--- src/verilog/flash_cfg_defines.vh ---
// Purpose: shared constants of the flash LED configuration bank
// Assumes: 25 MHz core clock
// Notes: offsets, fields, reset values and timing figures
`ifndef FLASH_CFG_DEFINES_VH
`define FLASH_CFG_DEFINES_VH

// ----------------------------------------
// clock and timing
// ----------------------------------------
`define CLK_HZ 25000000
`define CLK_MHZ 25
`define RAMP_BASE_US 8
`define RAMP_BASE_CYCLES (`RAMP_BASE_US * `CLK_MHZ)
`define FLASH_UNIT_MS 50
`define FLASH_UNIT_CYCLES (`FLASH_UNIT_MS * (`CLK_HZ / 1000))
`define IND_PWM_HZ 31500
`define IND_PWM_PERIOD (`CLK_HZ / `IND_PWM_HZ)
`define IND_SLICES 16
`define IND_SLICE_CYCLES (`IND_PWM_PERIOD / `IND_SLICES)
`define IND_DUTY_BASE 10'h002
// sized counts for the counters: 200 clocks, 50 ms, 793 clocks, 49 clocks
`define RAMP_BASE_LAST 8'hc7
`define FLASH_UNIT_DEFAULT 24'h1312d0
`define IND_PWM_LAST 10'h318
`define IND_SLICE_LEN 10'h031

// ----------------------------------------
// register offsets
// ----------------------------------------
`define OFS_PEAK 8'h02
`define OFS_TIMER 8'h03
`define OFS_LOWBAT 8'h04
`define OFS_IND 8'h05
`define OFS_FLASH 8'h06
`define OFS_REDUCED 8'h07

// ----------------------------------------
// reset values and writable masks
// ----------------------------------------
`define RST_PEAK 8'h08
`define RST_TIMER 8'h10
`define RST_LOWBAT 8'hf0
`define RST_IND 8'h14
`define RST_CUR 8'h10
`define MASK_PEAK 8'h1c
`define MASK_TIMER 8'hfb
`define MASK_LOWBAT 8'hf0
`define MASK_IND 8'hff
`define MASK_CUR 8'h3f

// ----------------------------------------
// field positions
// ----------------------------------------
`define FLD_IL_LIMIT 4:3
`define FLD_STRETCH_DIS 2
`define FLD_DURATION 7:4
`define FLD_KEEP_MODE 3
`define FLD_SW_FREQ 1:0
`define FLD_LB_THRESH 7:5
`define FLD_LB_RESP 4
`define FLD_DERATE 7
`define FLD_RAMP_STEP 6:4
`define FLD_HEADROOM 3:2
`define FLD_IND_DUTY 1:0
`define FLD_CUR 5:0

// ----------------------------------------
// codes
// ----------------------------------------
`define MODE_INDICATOR 2'b01
`define MODE_FLASH 2'b11
`define LB_DISABLED 3'b111
`define I2C_ADDR_DEFAULT 7'h2a

`endif

--- src/verilog/ramp_step_timer.v ---
// Purpose: one-cycle tick per current ramp step
// Assumes: run_i held high while ramping or in the pulse
// Notes: step length is base period times (code + 1)
`timescale 1ns/1ps
`include "flash_cfg_defines.vh"

module ramp_step_timer
(
  // clock and reset
  input wire core_clk_i,
  input wire rst_i,
  // control
  input wire run_i,
  input wire [2:0] step_code_i,
  // tick
  output reg tick_o
);

  reg [7:0] base_cnt_reg;
  reg [2:0] unit_cnt_reg;
  wire base_done;

  assign base_done = (base_cnt_reg == `RAMP_BASE_LAST);

  // ----------------------------------------
  // base counter and step unit counter
  // ----------------------------------------
  always @(posedge core_clk_i or posedge rst_i)
  begin
    if (rst_i)
    begin
      base_cnt_reg <= 8'h00;
      unit_cnt_reg <= 3'h0;
      tick_o <= 1'b0;
    end
    else
    begin
      tick_o <= 1'b0;
      if (!run_i)
      begin
        base_cnt_reg <= 8'h00;
        unit_cnt_reg <= 3'h0;
      end
      else if (base_done)
      begin
        base_cnt_reg <= 8'h00;
        if (unit_cnt_reg >= step_code_i)
        begin
          unit_cnt_reg <= 3'h0;
          tick_o <= 1'b1;
        end
        else
          unit_cnt_reg <= unit_cnt_reg + 3'h1;
      end
      else
        base_cnt_reg <= base_cnt_reg + 8'h01;
    end
  end

endmodule

--- src/verilog/flash_led_config_registers.v ---
// Purpose: configuration bank 0x02..0x07 of a flash LED driver, I2C reached
// Assumes: scl/sda inputs synchronous to core_clk_i; analog compares as inputs
// Notes: drives the flash current code, timeout and indicator PWM
`timescale 1ns/1ps
`include "flash_cfg_defines.vh"

module flash_led_config_registers
#(
  parameter [6:0] DEV_ADDR = `I2C_ADDR_DEFAULT, // arbitrary bus address
  parameter [23:0] FLASH_UNIT_CYCLES = `FLASH_UNIT_DEFAULT
)
(
  // clock and reset
  input wire core_clk_i,
  input wire rst_i,
  // serial register port
  input wire scl_i,
  input wire sda_i,
  output wire sda_o,
  output reg sda_oe_o,
  // device state from outside this bank
  input wire [1:0] operating_mode_field_i,
  input wire flash_trigger_i,
  input wire event_end_i,
  input wire tx_i,
  input wire vin_below_thresh_i,
  input wire temp_over_130_i,
  // converter settings
  output wire [1:0] inductor_limit_select_o,
  output wire freq_stretch_disable_o,
  output wire [1:0] switching_freq_select_o,
  output wire [2:0] low_battery_threshold_o,
  output wire [1:0] pass_mode_headroom_o,
  // flash control
  output reg [5:0] flash_current_o,
  output reg flash_timeout_o,
  output reg mode_reset_o,
  output reg device_disable_o,
  output reg indicator_pwm_o
);

  // ----------------------------------------
  // declarations
  // ----------------------------------------
  localparam S_IDLE = 4'h0;
  localparam S_ADDR = 4'h1;
  localparam S_ADDR_ACK = 4'h2;
  localparam S_PTR = 4'h3;
  localparam S_PTR_ACK = 4'h4;
  localparam S_WR = 4'h5;
  localparam S_WR_ACK = 4'h6;
  localparam S_RD = 4'h7;
  localparam S_RD_ACK = 4'h8;

  localparam F_IDLE = 2'h0;
  localparam F_RAMP = 2'h1;
  localparam F_PULSE = 2'h2;
  localparam F_OFF = 2'h3;

  reg [7:0] peak_limit_and_stretch_reg;
  reg [7:0] flash_timer_and_frequency_reg;
  reg [7:0] low_battery_setting_reg;
  reg [7:0] indicator_and_ramp_setting_reg;
  reg [7:0] flash_current_setting_reg;
  reg [7:0] reduced_flash_current_reg;

  reg scl_q_reg;
  reg sda_q_reg;
  reg [3:0] state_reg;
  reg [2:0] bit_cnt_reg;
  reg byte_full_reg;
  reg [7:0] shift_reg;
  reg [7:0] ptr_reg;
  reg read_dir_reg;
  reg master_nack_reg;
  reg wr_en_reg;
  reg [7:0] wr_addr_reg;
  reg [7:0] wr_data_reg;
  reg [7:0] rd_mux;

  reg [1:0] fstate_reg;
  reg trig_q_reg;
  reg reduced_start_reg;
  reg [23:0] unit_cnt_reg;
  reg [3:0] units_reg;
  reg [9:0] pwm_cnt_reg;
  reg [5:0] target_code;

  wire scl_rise;
  wire scl_fall;
  wire bus_start;
  wire bus_stop;
  wire step_tick;
  wire flash_mode;
  wire low_batt;
  wire flash_run;

  // ----------------------------------------
  // helpers
  // ----------------------------------------
  // smaller of two current codes
  function [5:0] min_code;
    input [5:0] a;
    input [5:0] b;
    begin
      min_code = (a < b) ? a : b;
    end
  endfunction

  // masked write value, reserved bits forced low
  function [7:0] masked;
    input [7:0] d;
    input [7:0] m;
    begin
      masked = d & m;
    end
  endfunction

  // ----------------------------------------
  // bus line events
  // ----------------------------------------
  assign scl_rise = scl_i & ~scl_q_reg;
  assign scl_fall = ~scl_i & scl_q_reg;
  assign bus_start = scl_i & scl_q_reg & sda_q_reg & ~sda_i;
  assign bus_stop = scl_i & scl_q_reg & ~sda_q_reg & sda_i;
  assign sda_o = 1'b0; // open drain, only pulls low

  // read data for the current pointer
  always @*
  begin
    case (ptr_reg)
      `OFS_PEAK: rd_mux = peak_limit_and_stretch_reg;
      `OFS_TIMER: rd_mux = flash_timer_and_frequency_reg;
      `OFS_LOWBAT: rd_mux = low_battery_setting_reg;
      `OFS_IND: rd_mux = indicator_and_ramp_setting_reg;
      `OFS_FLASH: rd_mux = flash_current_setting_reg;
      `OFS_REDUCED: rd_mux = reduced_flash_current_reg;
      default: rd_mux = 8'h00;
    endcase
  end

  // ----------------------------------------
  // serial slave: address, pointer, data
  // ----------------------------------------
  always @(posedge core_clk_i or posedge rst_i)
  begin
    if (rst_i)
    begin
      scl_q_reg <= 1'b1;
      sda_q_reg <= 1'b1;
      state_reg <= S_IDLE;
      bit_cnt_reg <= 3'h0;
      byte_full_reg <= 1'b0;
      shift_reg <= 8'h00;
      ptr_reg <= 8'h00;
      read_dir_reg <= 1'b0;
      master_nack_reg <= 1'b0;
      sda_oe_o <= 1'b0;
      wr_en_reg <= 1'b0;
      wr_addr_reg <= 8'h00;
      wr_data_reg <= 8'h00;
    end
    else
    begin
      scl_q_reg <= scl_i;
      sda_q_reg <= sda_i;
      wr_en_reg <= 1'b0;
      if (bus_start)
      begin
        state_reg <= S_ADDR;
        bit_cnt_reg <= 3'h0;
        byte_full_reg <= 1'b0;
        sda_oe_o <= 1'b0;
      end
      else if (bus_stop)
      begin
        state_reg <= S_IDLE;
        sda_oe_o <= 1'b0;
      end
      else
      begin
        case (state_reg)
          S_ADDR, S_PTR, S_WR:
          begin
            if (scl_rise)
            begin
              shift_reg <= {shift_reg[6:0], sda_i};
              bit_cnt_reg <= bit_cnt_reg + 3'h1;
              byte_full_reg <= (bit_cnt_reg == 3'h7);
            end
            else if (scl_fall && byte_full_reg)
            begin
              byte_full_reg <= 1'b0;
              if (state_reg == S_ADDR)
              begin
                if (shift_reg[7:1] == DEV_ADDR)
                begin
                  read_dir_reg <= shift_reg[0];
                  sda_oe_o <= 1'b1;
                  state_reg <= S_ADDR_ACK;
                end
                else
                  state_reg <= S_IDLE;
              end
              else if (state_reg == S_PTR)
              begin
                ptr_reg <= shift_reg;
                sda_oe_o <= 1'b1;
                state_reg <= S_PTR_ACK;
              end
              else
              begin
                wr_en_reg <= 1'b1;
                wr_addr_reg <= ptr_reg;
                wr_data_reg <= shift_reg;
                ptr_reg <= ptr_reg + 8'h01;
                sda_oe_o <= 1'b1;
                state_reg <= S_WR_ACK;
              end
            end
          end
          S_ADDR_ACK, S_PTR_ACK, S_WR_ACK:
          begin
            if (scl_fall)
            begin
              bit_cnt_reg <= 3'h0;
              if (state_reg == S_ADDR_ACK && read_dir_reg)
              begin
                shift_reg <= rd_mux;
                sda_oe_o <= ~rd_mux[7];
                state_reg <= S_RD;
              end
              else
              begin
                sda_oe_o <= 1'b0;
                state_reg <= (state_reg == S_ADDR_ACK) ? S_PTR : S_WR;
              end
            end
          end
          S_RD:
          begin
            if (scl_fall)
            begin
              if (bit_cnt_reg == 3'h7)
              begin
                sda_oe_o <= 1'b0;
                ptr_reg <= ptr_reg + 8'h01;
                state_reg <= S_RD_ACK;
              end
              else
              begin
                bit_cnt_reg <= bit_cnt_reg + 3'h1;
                shift_reg <= {shift_reg[6:0], 1'b0};
                sda_oe_o <= ~shift_reg[6];
              end
            end
          end
          S_RD_ACK:
          begin
            if (scl_rise)
              master_nack_reg <= sda_i;
            else if (scl_fall)
            begin
              if (master_nack_reg)
                state_reg <= S_IDLE;
              else
              begin
                bit_cnt_reg <= 3'h0;
                shift_reg <= rd_mux;
                sda_oe_o <= ~rd_mux[7];
                state_reg <= S_RD;
              end
            end
          end
          default: state_reg <= S_IDLE;
        endcase
      end
    end
  end

  // ----------------------------------------
  // configuration registers
  // ----------------------------------------
  always @(posedge core_clk_i or posedge rst_i)
  begin
    if (rst_i)
    begin
      peak_limit_and_stretch_reg <= `RST_PEAK;
      flash_timer_and_frequency_reg <= `RST_TIMER;
      low_battery_setting_reg <= `RST_LOWBAT;
      indicator_and_ramp_setting_reg <= `RST_IND;
      flash_current_setting_reg <= `RST_CUR;
      reduced_flash_current_reg <= `RST_CUR;
    end
    else if (wr_en_reg)
    begin
      case (wr_addr_reg)
        `OFS_PEAK: peak_limit_and_stretch_reg <= masked(wr_data_reg, `MASK_PEAK);
        `OFS_TIMER: flash_timer_and_frequency_reg <= masked(wr_data_reg, `MASK_TIMER);
        `OFS_LOWBAT: low_battery_setting_reg <= masked(wr_data_reg, `MASK_LOWBAT);
        `OFS_IND: indicator_and_ramp_setting_reg <= masked(wr_data_reg, `MASK_IND);
        `OFS_FLASH: flash_current_setting_reg <= masked(wr_data_reg, `MASK_CUR);
        `OFS_REDUCED: reduced_flash_current_reg <= masked(wr_data_reg, `MASK_CUR);
        default: ;
      endcase
    end
  end

  // converter settings straight from the fields
  assign inductor_limit_select_o = peak_limit_and_stretch_reg[`FLD_IL_LIMIT];
  assign freq_stretch_disable_o = peak_limit_and_stretch_reg[`FLD_STRETCH_DIS];
  assign switching_freq_select_o = flash_timer_and_frequency_reg[`FLD_SW_FREQ];
  assign low_battery_threshold_o = low_battery_setting_reg[`FLD_LB_THRESH];
  assign pass_mode_headroom_o = indicator_and_ramp_setting_reg[`FLD_HEADROOM];

  // ----------------------------------------
  // flash current sequencing
  // ----------------------------------------
  assign flash_mode = (operating_mode_field_i == `MODE_FLASH);
  assign low_batt = vin_below_thresh_i & flash_mode &
    (low_battery_setting_reg[`FLD_LB_THRESH] != `LB_DISABLED);
  assign flash_run = (fstate_reg == F_RAMP) || (fstate_reg == F_PULSE);

  // ceiling on the flash current
  always @*
  begin
    target_code = flash_current_setting_reg[`FLD_CUR];
    if (tx_i || reduced_start_reg ||
        (indicator_and_ramp_setting_reg[`FLD_DERATE] && temp_over_130_i))
      target_code = min_code(target_code, reduced_flash_current_reg[`FLD_CUR]);
  end

  ramp_step_timer u_step
  (
    .core_clk_i(core_clk_i),
    .rst_i(rst_i),
    .run_i(flash_run),
    .step_code_i(indicator_and_ramp_setting_reg[`FLD_RAMP_STEP]),
    .tick_o(step_tick)
  );

  always @(posedge core_clk_i or posedge rst_i)
  begin
    if (rst_i)
    begin
      fstate_reg <= F_IDLE;
      trig_q_reg <= 1'b0;
      reduced_start_reg <= 1'b0;
      flash_current_o <= 6'h00;
      device_disable_o <= 1'b0;
      flash_timeout_o <= 1'b0;
      mode_reset_o <= 1'b0;
      unit_cnt_reg <= 24'h000000;
      units_reg <= 4'h0;
    end
    else
    begin
      trig_q_reg <= flash_trigger_i;
      flash_timeout_o <= 1'b0;
      mode_reset_o <= event_end_i & ~flash_timer_and_frequency_reg[`FLD_KEEP_MODE];
      if (flash_run)
      begin
        if (unit_cnt_reg == FLASH_UNIT_CYCLES - 24'h000001)
        begin
          unit_cnt_reg <= 24'h000000;
          units_reg <= units_reg + 4'h1;
        end
        else
          unit_cnt_reg <= unit_cnt_reg + 24'h000001;
      end
      else
      begin
        unit_cnt_reg <= 24'h000000;
        units_reg <= 4'h0;
      end
      case (fstate_reg)
        F_IDLE:
        begin
          flash_current_o <= 6'h00;
          device_disable_o <= 1'b0;
          if (flash_trigger_i && !trig_q_reg && flash_mode)
          begin
            if (low_batt && low_battery_setting_reg[`FLD_LB_RESP])
              fstate_reg <= F_OFF;
            else
            begin
              reduced_start_reg <= low_batt;
              fstate_reg <= F_RAMP;
            end
          end
        end
        F_RAMP, F_PULSE:
        begin
          if (!flash_trigger_i || !flash_mode)
          begin
            fstate_reg <= F_IDLE;
            reduced_start_reg <= 1'b0;
          end
          else if (units_reg == flash_timer_and_frequency_reg[`FLD_DURATION] &&
                   unit_cnt_reg == FLASH_UNIT_CYCLES - 24'h000001)
          begin
            flash_timeout_o <= 1'b1;
            fstate_reg <= F_IDLE;
            reduced_start_reg <= 1'b0;
          end
          else if (flash_current_o > target_code)
            flash_current_o <= target_code;
          else if (step_tick)
          begin
            if (fstate_reg == F_RAMP)
            begin
              if (low_batt)
                fstate_reg <= F_PULSE;
              else if (flash_current_o < target_code)
                flash_current_o <= flash_current_o + 6'h01;
              else
                fstate_reg <= F_PULSE;
            end
            else if (low_batt && flash_current_o != 6'h00)
              flash_current_o <= flash_current_o - 6'h01;
          end
        end
        F_OFF:
        begin
          device_disable_o <= 1'b1;
          flash_current_o <= 6'h00;
          if (!flash_trigger_i)
            fstate_reg <= F_IDLE;
        end
        default: fstate_reg <= F_IDLE;
      endcase
    end
  end

  // ----------------------------------------
  // indicator PWM
  // ----------------------------------------
  always @(posedge core_clk_i or posedge rst_i)
  begin
    if (rst_i)
    begin
      pwm_cnt_reg <= 10'h000;
      indicator_pwm_o <= 1'b0;
    end
    else
    begin
      if (pwm_cnt_reg == `IND_PWM_LAST)
        pwm_cnt_reg <= 10'h000;
      else
        pwm_cnt_reg <= pwm_cnt_reg + 10'h001;
      indicator_pwm_o <= (operating_mode_field_i == `MODE_INDICATOR) &&
        (pwm_cnt_reg < `IND_SLICE_LEN *
          ({8'h00, indicator_and_ramp_setting_reg[`FLD_IND_DUTY]} + `IND_DUTY_BASE));
    end
  end

endmodule

--- config.mk ---
export PLATFORM = sky130hd
export DESIGN_NAME = flash_led_config_registers
export DESIGN_NICKNAME = d
export VERILOG_FILES = /design/src/verilog/ramp_step_timer.v /design/src/verilog/flash_led_config_registers.v
export VERILOG_INCLUDE_DIRS = /design/src /design/src/verilog
export SDC_FILE = /design/constraint.sdc
export NUM_CORES = 1
export LEC_CHECK = 0
export BUFFER_PORTS_ARGS = -buffer_cell sky130_fd_sc_hd__buf_2
export CORE_ASPECT_RATIO = 0.5
export CORE_MARGIN = 2
export CORE_UTILIZATION = 55
export DETAILED_ROUTE_END_ITERATION = 8
export PLACE_DENSITY = 0.72
export SYNTH_ARGS = -nofsm -noshare
export SYNTH_HDL_FRONTEND = slang
export SYNTH_HIERARCHICAL = 1
export SYNTH_SLANG_ARGS = --single-unit
--- constraint.sdc ---
create_clock -name core_clk_i -period 6.1 [get_ports core_clk_i]
set_clock_uncertainty 0.2 [all_clocks]
set_input_delay 1.22 -clock core_clk_i [delete_from_list [all_inputs] [get_ports core_clk_i]]
set_output_delay 1.22 -clock core_clk_i [all_outputs]
set_load 0.01 [all_outputs]
; Word-level counts from Yosys, hierarchy flattened
; Cells that the tools add are included.
; Widths: inputs -> output; s select.
[totals]
reg_bits = 144
ramBits = 0
latchBits = 0
rom_bits = 0
output_inout_bits = 22
memories = 0
wordCells = 309
[op_classes]
n_shift = 0
mul = 1
n_eq_ne = 77
n_bitwise = 22
reduce_logical = 48
div = 0
mux = 113
add_sub_neg = 10
magnitude_cmp = 5
[ops]
columns = cell, n
row1 = $mux 8, 16
row2 = $eq 8x3->1 const B, 8
row3 = $mux 6, 10
row4 = $ne 4x4->1 const B, 13
row5 = $mux 24, 2
row6 = $mux 4, 12
row7 = $pmux 8 s6, 1
row8 = $mux 3, 15
row9 = $ne 2x2->1 const B, 20
row10 = $mux 1, 35
row11 = $eq 8x2->1 const B, 4
row12 = $pmux 8 s4, 1
row13 = $ne 3x3->1 const B, 9
row14 = $add 24x1->24 const B, 1
row15 = $eq 24x21->1 const B, 1
row16 = $mux 2, 12
row17 = $reduce_and 7->1, 3
row18 = $reduce_and 9->1, 2
row19 = $add 8x1->8 const B, 2
row20 = $eq 4x3->1 const B, 4
row21 = $pmux 4 s4, 1
row22 = $pmux 8 s2, 1
row23 = $lt 6x6->1, 2
row24 = $not 1->1, 12
row25 = other kinds (47), 89

; Depth between registers and ports, before layout
; Gate-level depths: netlist of the first run.
[logic_depth]
depth_word = 12
depth_mapped = 15
depth_no_buf = 15

; By module
; The synthesis of the first run kept the hierarchy.
[modules_own_cells]
columns = mod, seq_area_each_um2, area_each_um2, cells_per_inst, n_inst
row1 = flash_led_config_registers, 3318.2, 7744.9, 787, 1
row2 = ramp_step_timer, 300.3, 650.6, 64, 1

; Worst setup path after synthesis of the first run
; OpenSTA, ideal clock, no wires.
[synth_timing]
path_kind = in2reg
start = input port temp_over_130_i
end = register flash_current_o[0]
slack_ns = 2.260
cell_stages = 10
t_arrival_ns = 3.506
cell_sequence = a211oi_1 -> o21ai_0 -> and2_1 -> ha_1 -> a211oi_2 -> o21bai_1 -> or4_4 -> and3_4 -> o211ai_1 -> o211ai_1
[synth_via]
elab_chain_len = 8
elab_cells_between_ends = 14
[synth_rtl]
columns = element, line_no
row1 = start: declaration, flash_led_config_registers.v:27  ; input wire temp_over_130_i,
row2 = $logic_and 1x1->1 *, flash_led_config_registers.v:329  ; (indicator_and_ramp_setting_reg[`FLD_DERATE] && temp_over_130_i))
row3 = $logic_or 1x1->1 *, flash_led_config_registers.v:328  ; if (tx_i || reduced_start_reg ||
row4 = $mux 6 *, flash_led_config_registers.v:328
row5 = $gt 6x6->1, flash_led_config_registers.v:406  ; else if (flash_current_o > target_code)
row6 = $mux 6, flash_led_config_registers.v:406
row7 = $mux 6, flash_led_config_registers.v:399  ; else if (units_reg == flash_timer_and_frequency_reg[`FLD_DURATION] &&
row8 = $mux 6, flash_led_config_registers.v:394  ; if (!flash_trigger_i || !flash_mode)
row9 = $pmux 6 s2, flash_led_config_registers.v:376  ; case (fstate_reg)
row10 = end signal: assignment, flash_led_config_registers.v:407  ; flash_current_o <= target_code;
row11 = end signal: assignment, flash_led_config_registers.v:415  ; flash_current_o <= flash_current_o + 6'h01;
row12 = end signal: assignment, flash_led_config_registers.v:420  ; flash_current_o <= flash_current_o - 6'h01;
row13 = end: declaration, flash_led_config_registers.v:35  ; output reg [5:0] flash_current_o,
; Mark *: on every way between the ends. The rest lies on a longest branch, timed or not. The select of a mux whose other input is x is not followed.
; A chain may end at the register's enable or synchronous reset.

; Final worst setup path of the first run
[layout_timing]
start = register reduced_flash_current_reg[4]
end = register flash_current_o[4]
[layout_via]
elab_chain_len = 8
elab_cells_between_ends = 14
[layout_rtl]
columns = element, line_no
row1 = start: declaration, flash_led_config_registers.v:65  ; reg [7:0] reduced_flash_current_reg;
row2 = start signal: assignment, flash_led_config_registers.v:293  ; reduced_flash_current_reg <= `RST_CUR;
row3 = start signal: assignment, flash_led_config_registers.v:303  ; `OFS_REDUCED: reduced_flash_current_reg <= masked(wr_data_reg, `MASK_CUR);
row4 = $lt 6x6->1, flash_led_config_registers.v:106  ; min_code = (a < b) ? a : b;
row5 = $mux 6 *, flash_led_config_registers.v:106
row6 = $mux 6 *, flash_led_config_registers.v:328
row7 = $gt 6x6->1, flash_led_config_registers.v:406
row8 = $mux 6, flash_led_config_registers.v:406
row9 = $mux 6, flash_led_config_registers.v:399
row10 = $mux 6, flash_led_config_registers.v:394
row11 = $pmux 6 s2, flash_led_config_registers.v:376
; Marked as above.

==> flow_summary.ini, run 1 <==
[timing]
setup_slack_ns = 2.02
hold_viol = 0
tns_ns = 0
drv_slew = 0
fmax_mhz = 245
setup_violations = 0
worstMarginPinSlew_ns = 0.927
rsz0062_at_grt = false
slew-limit-headroom_pct = 38.2
period_minus_slack_ns = 4.08
period_share_pct = 66.8

[die]
start_util_pct = 57.1
die_x_um = 179
ios = 33
row_count = 31
die_y_um = 91.4
dieArea_um2 = 16300
core_um2 = 14700

[route]
wl_per_cell_um = 17.4
via_per_inst = 5.99
ant_nets = 0
vias = 6454
wirelength_um = 18700
drc = 0
firstDrtPassIters = 7
drt_iter0_drc = 602

[cells_and_area]
syn_to_final_growth_pct = 9.90
n_antenna_cell = 0
drive_gt1_share_pct = 16.7
fin_nets = 921
num-fill-cells = 1217
largest_reg_flops = 24

[synthesis]
synthAdderAreaFrac_pct = 6.63
syn_area_per_cell_um2 = 9.87
synth_top_family_by_area = simple AND/OR/NAND/NOR gates
synth_fp_nets = 905
async_reset_ff_share_pct = 100
synth_compound_area_share_pct = 14.5
synthFlopType = dfrtp_1
synth.distinct_cells = 89
synth-xor-area-share_pct = 5.10
ys_warn_count = 6
yosysTopAreaCell = dfrtp_1
synth_edf_count = 0
postSynthCellCount = 851
yosysSeqAreaShare_pct = 43.1
synth_area_leaders = dfrtp_1, ha_1, nand2_1
ys_seq_elements = 144
synth_simple_gate_area_share_pct = 19.0
syn_area_um2 = 8400
yosysTopAreaCellShare_pct = 39.3
synth_mux_area_share_pct = 7.65

[hold_path]
holdPathStages = 1
hold_path_class = flop to flop
min_to = unit_cnt_reg[0]
hold_path.startpoint = unit_cnt_reg[0]

[clock_tree]
tritoncts = done
cts_max_level = 4
post_cts_buffers = 0
clk_latency_ns = 0.43
cts.path.max_buffers = 2
cts_hold_buf = 0
cts_resized = 0
clkTransAtPathRegs_ns = 0.07
cts.sinks = 144
numCtsBuffers = 17
root_buffer = clkbuf_16

[grt]
grt_max_degree = 98
antenna_found_initial = 0
grt_pass1_wl_um = 31500
grt_pass1_vias = 6248
use_met2_pct = 37.4
gr-total-overflow = 0
grt_use_met1_pct = 35.4
use_met3_pct = 4.73
grt_use_total_pct = 24.3
grt.busiest_layer = met2

[critical_path]
critical_path_class = flop to flop
crit_buf_inv = 1
crit_chain = inv_1, ha_1, a21o_1, a221oi_1, o21ai_0, and2_1, ha_1, a211oi_2, o21bai_1, or4_4, and3_4, nor2_4, o221a_1
crit_top_cell = ha_1
r2r_setup_slack_ns = 2.02
crit_family = compound AO/OA/AOI/OAI gates
r2r_start = reduced_flash_current_reg[4]
max_stage_delay_ns = 0.56
rr_endpoint = flash_current_o[4]
r2r_cells = 13
crit_fanout = 5
end_kind = flop
arrival_ns = 4.23
required_ns = 6.26
setup.worst_path.start_class = flop
slowest_stage = dfstp_2

[placed_design]
dp_hpwl_um = 12900
dp_slack_ns = 1.73
portBuffers = 31
gp_congestion = 0.885

[flow_run]
maxCapViolations = 0

[pwr]
sw_frac_of_total_pct = 29.6
ir_drop_mv = 0.213
intPower_mw = 1.80
p_sw_uw = 757
pwr-share-comb_pct = 14.6
power.density_nw_per_um2 = 278
seq_power_share_pct = 42.4
p_clk_share_pct = 43.0
p_leak_nw = 4.24

[run_status]
status = finished clean
-- layer usage --
layer  vias up  wire length, um
li1       3077                -
met1      3202             9040
met2       156             8610
met3        19              885
met4         0              163
met5         -                0
-- worst reg2reg max path, stage by stage (launching register included) --
cell and delay (ns):
dfstp_2 0.56, inv_1 0.05, ha_1 0.28, a21o_1 0.20, a221oi_1 0.48, o21ai_0 0.20
and2_1 0.20, ha_1 0.30, a211oi_2 0.24, o21bai_1 0.20, or4_4 0.54, and3_4 0.21
nor2_4 0.13, o221a_1 0.21
-- power groups by stage --
stage,Clock [mW],Combinational (mW),Sequential [mW]
2_1_floorplan,0,0.310,1.07
3_3_place_gp,0,0.360,1.10
3_5_place_dp,0,0.375,1.10
4_1_cts,1.11,0.378,1.08
5_1_grt,1.15,0.432,1.09
6_report,1.10,0.375,1.08
-- cells in the final DEF, fill, tap and decap left out, types with 13 or more instances in the layout --
cell type and n:
inv_1 35, xor2_1 34, nand3_1 39, buf_2 31, dfrtp_1 132, nor2_1 66
a21oi_1 35, clkbuf_16 17, nand2_1 103, o21ai_0 36, ha_1 42, mux2_2 31
xnor2_1 13
-- synthesized netlist by cell type (6+ instances only) --
cell type,n
a21oi_1,35
o21ai_0,36
clkbuf_1,12
o22ai_1,7
inv_1,36
xnor2_1,13
ha_1,42
nor2b_1,6
dfstp_2,12
nand2b_1,8
nor2_1,66
a31oi_1,8
buf_2,9
and3_1,11
xor2_1,34
mux2i_1,6
o211ai_1,8
mux2_1,10
nand3_1,39
nand4_1,9
a211oi_1,7
mux2_4,8
a21o_1,6
nor4_1,7
nand3b_1,7
dfrtp_1,132
nor3_1,12
mux2_2,31
nand2_1,103
buf_4,12
and2_1,10
-- cell families after synthesis --
family / Yosys count
buf+inv: 74
other cells: 1
xor+xnor: 48
flops: 144
simple gates: 314
fa+ha+maj: 44
mux: 55
compound gates: 171
-- cell type report --
type	instances	area, um2	area share [%]
multi-input combinational	633	4440	48.1
sequential	144	3620	39.2
clock buffer	18	429	4.65
tap	198	248	2.69
clock inverter	14	181	1.97
timing repair buffer	32	163	1.76
inverter	39	151	1.64
-- per-stage QoR --
stage               hold slack, ns  cells  total power [mW]  cell area, um2  util (%)
floorplan                    0.220    851              1.38            8400         -
global placement             0.246   1046              1.46            8620      58.6
detailed placement           0.247   1046              1.47            8620      58.6
CTS                          0.255   1078              2.57            9230      62.8
global route                 0.283   1078              2.68            9230      62.8
finish                       0.251   1078              2.56            9230      62.8
-- worst max-delay path by stage --
stage                     depth (start not counted)            endpoint  slack [ns]                          from
after floorplan                                   1      bit_cnt_reg[0]        1.17                         rst_i
after global placement                           11  flash_current_o[0]        1.84               temp_over_130_i
after detailed placement                         11  flash_current_o[5]        1.73               temp_over_130_i
after CTS                                        13  flash_current_o[5]        2.05  reduced_flash_current_reg[4]
after global routing                             13  flash_current_o[5]        1.68  reduced_flash_current_reg[4]
final                                            13  flash_current_o[4]        2.02  reduced_flash_current_reg[4]
Power figures use the tool's default switching activity.
==> run 2: changes to the inputs <==
clock period = 3.9 ns   (was 6.1 ns; I/O delays follow)
==> flow_summary.ini, run 2 (synthesis gave the netlist of run 1 again) <==
[cells_and_area]
fin_util_pct = 63.1
largest_reg_flops = 24
fin_nets = 927
layout_common_cells = dfrtp_1, nand2_1, nor2_1
final_common_cell = dfrtp_1
drive_gt1_share_pct = 17.6
num-fill-cells = 1203
n_antenna_cell = 0
syn_to_final_growth_pct = 10.5

[die]
core_um2 = 14700
dieArea_um2 = 16300
start_util_pct = 57.1
row_count = 31
ios = 33
die_x_um = 179
die_y_um = 91.4

[clock_tree]
tritoncts = done
cts.sinks = 144
numCtsBuffers = 17
clk_latency_ns = 0.43
cts_hold_buf = 0
root_buffer = clkbuf_16
cts.path.max_buffers = 2
cts_max_level = 4
clkTransAtPathRegs_ns = 0.07

[pwr]
ir_drop_mv = 0.304
p_leak_nw = 4.28
power.density_nw_per_um2 = 424

[run_status]
status = finished clean

[grt]
grt_use_total_pct = 24.6
antenna_found_initial = 0
grt_max_degree = 61
gr-total-overflow = 0
grt_pass1_wl_um = 31700
grt_pass1_vias = 6228

[timing]
hold_ws_ns = 0.183
tns_ns = 0
fmax_mhz = 266
hold_viol = 0
setup_violations = 0
period_share_pct = 96.2
slew-limit-headroom_pct = 37.5
drv_slew = 0
period_minus_slack_ns = 3.75
worstMarginPinSlew_ns = 0.937
rsz0062_at_grt = true

[critical_path]
arrival_ns = 3.91
end_kind = flop
required_ns = 4.06
setup.worst_path.start_class = flop
crit_fanout = 5
critical_path_class = flop to flop

[flow_run]
maxCapViolations = 0

[route]
ant_nets = 0
wirelength_um = 18800
vias = 6507
drc = 0
firstDrtPassIters = 7
wl_per_cell_um = 17.3
drt_iter0_drc = 512
via_per_inst = 6.00

[placed_design]
portBuffers = 31
gp_congestion = 0.917
dp_hpwl_um = 13200

[hold_path]
hold_path_class = input pin to asynchronous set/reset pin
run 2: final timing paths:
path / startpoint / endpoint / slack, ns / cells after the start
max in group asynchronous: rst_i / scl_q_reg / 2.46 / 3
min in group core_clk_i: unit_cnt_reg[0] / unit_cnt_reg[0] / 0.26 / 1
worst max-delay path: reduced_flash_current_reg[4] / flash_current_o[2] / 0.15 / 14
worst min-delay path: rst_i / u_step/unit_cnt_reg[2] / 0.18 / 2
worst max register to register: reduced_flash_current_reg[4] / flash_current_o[2] / 0.15 / 14
worst min register to register: unit_cnt_reg[0] / unit_cnt_reg[0] / 0.26 / 1
run 2: critical path, cell delays in order (launching register included):
cell and delay [ns]:
dfstp_2 0.56, inv_1 0.05, ha_1 0.28, and3_1 0.22, a221oi_2 0.29, buf_4 0.17
o21ai_0 0.10, and2_1 0.18, ha_1 0.30, o21ai_2 0.14, o21bai_2 0.12, or4_4 0.51
and3_4 0.21, nor2_4 0.13, o221a_1 0.21
run 2: metal layers:
metal	wire [um]	share of wire [%]	vias to the layer above	track usage, %
met5	0	0	-	0
met4	165	0.88	0	6.84
met1	9160	49	3251	35.3
met2	8780	47	149	38.1
met3	703	3.7	17	4.31
li1	-	-	3090	-
run 2: area by class of cell:
class                   instances  area, um2  share of cell area (%)
clock buffers                  18        429                    4.63
repair buffers                 38        220                    2.37
clock inverters                14        156                    1.69
flip-flops and latches        144       3620                    39.0
inverters                      39        150                    1.62
well taps                     198        248                    2.67
multi-input cells             633       4460                    48.0
run 2: what timing repair did:
action | 4_1_cts | 5_1_grt
setup buffers | 0 | 2
setup endpoints to repair | 0 | 8
gates resized for setup | 0 | 6
hold endpoints to repair | 0 | 0
run 2: report_power, final:
| group | switching, mW | total (mW) | internal [mW] |
|---|---|---|---|
| Clock | 0.695 | 1.65 | 0.955 |
| Sequential | 0.107 | 1.69 | 1.59 |
| Combinational | 0.375 | 0.593 | 0.218 |
run 2: through the flow:
stage / total power [mW] / worst slack (ns) / instances / area [um2]
floorplan: 2.17 / 0.173 / 851 / 8400
global placement: 2.29 / 0.184 / 1050 / 8660
detailed placement: 2.30 / 0.0581 / 1050 / 8660
CTS: 3.96 / 0.0430 / 1082 / 9240
global route: 4.12 / -0.0340 / 1084 / 9280
finish: 3.94 / 0.147 / 1084 / 9280
==> run 3: changes to the inputs <==
CELL_PAD_IN_SITES_DETAIL_PLACEMENT = 0   (was unset)
CELL_PAD_IN_SITES_GLOBAL_PLACEMENT = 1   (was unset)
CORE_MARGIN = unset   (was 2)
CORE_UTILIZATION = 49   (was 55)
PLACE_DENSITY = 0.8   (was 0.72)
REMOVE_ABC_BUFFERS = 1   (was unset)
==> flow_summary.ini, run 3 (synthesis gave the netlist of run 1 again) <==
[die]
core_um2 = 16600
ios = 33
die_x_um = 187
start_util_pct = 50.7
row_count = 33
die_y_um = 94.6
dieArea_um2 = 17700

[grt]
grt_use_total_pct = 23.3
grt_pass1_wl_um = 32100
gr-total-overflow = 0
antenna_found_initial = 0
grt_pass1_vias = 5983
grt_max_degree = 82

[cells_and_area]
n_antenna_cell = 0
largest_reg_flops = 24
final-instance-count-excl-fill = 1113
syn_to_final_growth_pct = 11.0
fin_nets = 927
drive_gt1_share_pct = 17.7
fin_util_pct = 56.3
layout_common_cells = dfrtp_1, nand2_1, nor2_1
final_common_cell = dfrtp_1

[critical_path]
setup.worst_path.start_class = flop
r2r_setup_slack_ns = 0.17
required_ns = 4.02
crit_fanout = 5
critical_path_class = flop to flop
r2r_start = reduced_flash_current_reg[4]
arrival_ns = 3.85
end_kind = flop
r2r_cells = 13
rr_endpoint = flash_current_o[3]

[clock_tree]
cts.path.max_buffers = 2
clk_latency_ns = 0.44
post_cts_buffers = 0
cts_max_level = 4
clkTransAtPathRegs_ns = 0.07
cts.sinks = 144
tritoncts = done
numCtsBuffers = 17
root_buffer = clkbuf_16

[pwr]
p_total_mw = 3.98
p_leak_nw = 4.27
power.density_nw_per_um2 = 427
ir_drop_mv = 0.311

[route]
drt_iter0_drc = 353
wl_per_cell_um = 17.4
wirelength_um = 19400
drc = 0
vias = 6370
via_per_inst = 5.72
firstDrtPassIters = 5
ant_nets = 0

[timing]
period_share_pct = 95.7
setup_slack_ns = 0.167
worstMarginPinSlew_ns = 0.966
period_minus_slack_ns = 3.73
slew-limit-headroom_pct = 35.6
drv_slew = 0
hold_viol = 0
hold_ws_ns = 0.195
fmax_mhz = 268
rsz0062_at_grt = false
setup_violations = 0

[hold_path]
hold_path_class = input pin to asynchronous set/reset pin

[placed_design]
portBuffers = 31
gp_congestion = 0.855
dp_slack_ns = 0.113
dpl.cell_count = 1081
dp_hpwl_um = 13600

[flow_run]
maxCapViolations = 0

[run_status]
status = finished clean
run 3: worst max path at each step:
stage / from / end / slack (ns)
finish: reduced_flash_current_reg[4] / flash_current_o[3] / 0.17
global route: reduced_flash_current_reg[4] / flash_current_o[5] / 0.009
CTS: reduced_flash_current_reg[4] / flash_current_o[3] / 0.10
detailed placement: reduced_flash_current_reg[4] / flash_current_o[3] / 0.11
global placement: reduced_flash_current_reg[4] / flash_current_o[0] / 0.15
floorplan: rst_i / bit_cnt_reg[0] / -0.59
run 3: report_power, final:
group / total [mW] / switching (mW) / internal [mW] / leakage, nW
clock: 1.67 / 0.699 / 0.973 / 0.290
combinational: 0.614 / 0.388 / 0.226 / 2.07
sequential: 1.70 / 0.108 / 1.59 / 1.91
total: 3.98 / 1.20 / 2.79 / 4.27
run 3: cell type report:
cell class	count	area [um2]
Clock buffer	19	443
Clock inverter	13	154
Inverter	39	151
Sequential cell	144	3620
Multi-Input combinational cell	633	4450
Tap cell	227	284
Fill cell	1462	7230
Timing Repair Buffer	38	220
run 3: routing by layer:
layer,part of all wire [%],vias up,track usage [%]
li1,-,3090,-
met1,52,3117,34.8
met2,43,144,34.3
met3,4.0,19,4.57
met4,0.94,0,6.35
met5,0,-,0
run 3: stage by stage:
step	TNS, ns	instance area, um2
6_report	0	9320
3_3_place_gp	0	8710
4_1_cts	0	9310
3_5_place_dp	0	8710
2_1_floorplan	-70.34	8200
5_1_grt	0	9320
run 3: critical path, stage by stage (launching register included):
cell	delay [ns]
dfstp_2	0.55
inv_1	0.04
ha_1	0.27
and3_1	0.21
a221o_1	0.41
nand3_1	0.13
and2_1	0.13
ha_1	0.25
a211oi_2	0.25
o21bai_2	0.14
or4_4	0.52
nand3_2	0.14
o311ai_1	0.12
o221a_1	0.25
run 3: what timing repair did:
item / 4_1_cts / 5_1_grt
setup endpoints to repair: 0 / 8
resized for setup: 0 / 5
hold buffers: 0 / 0
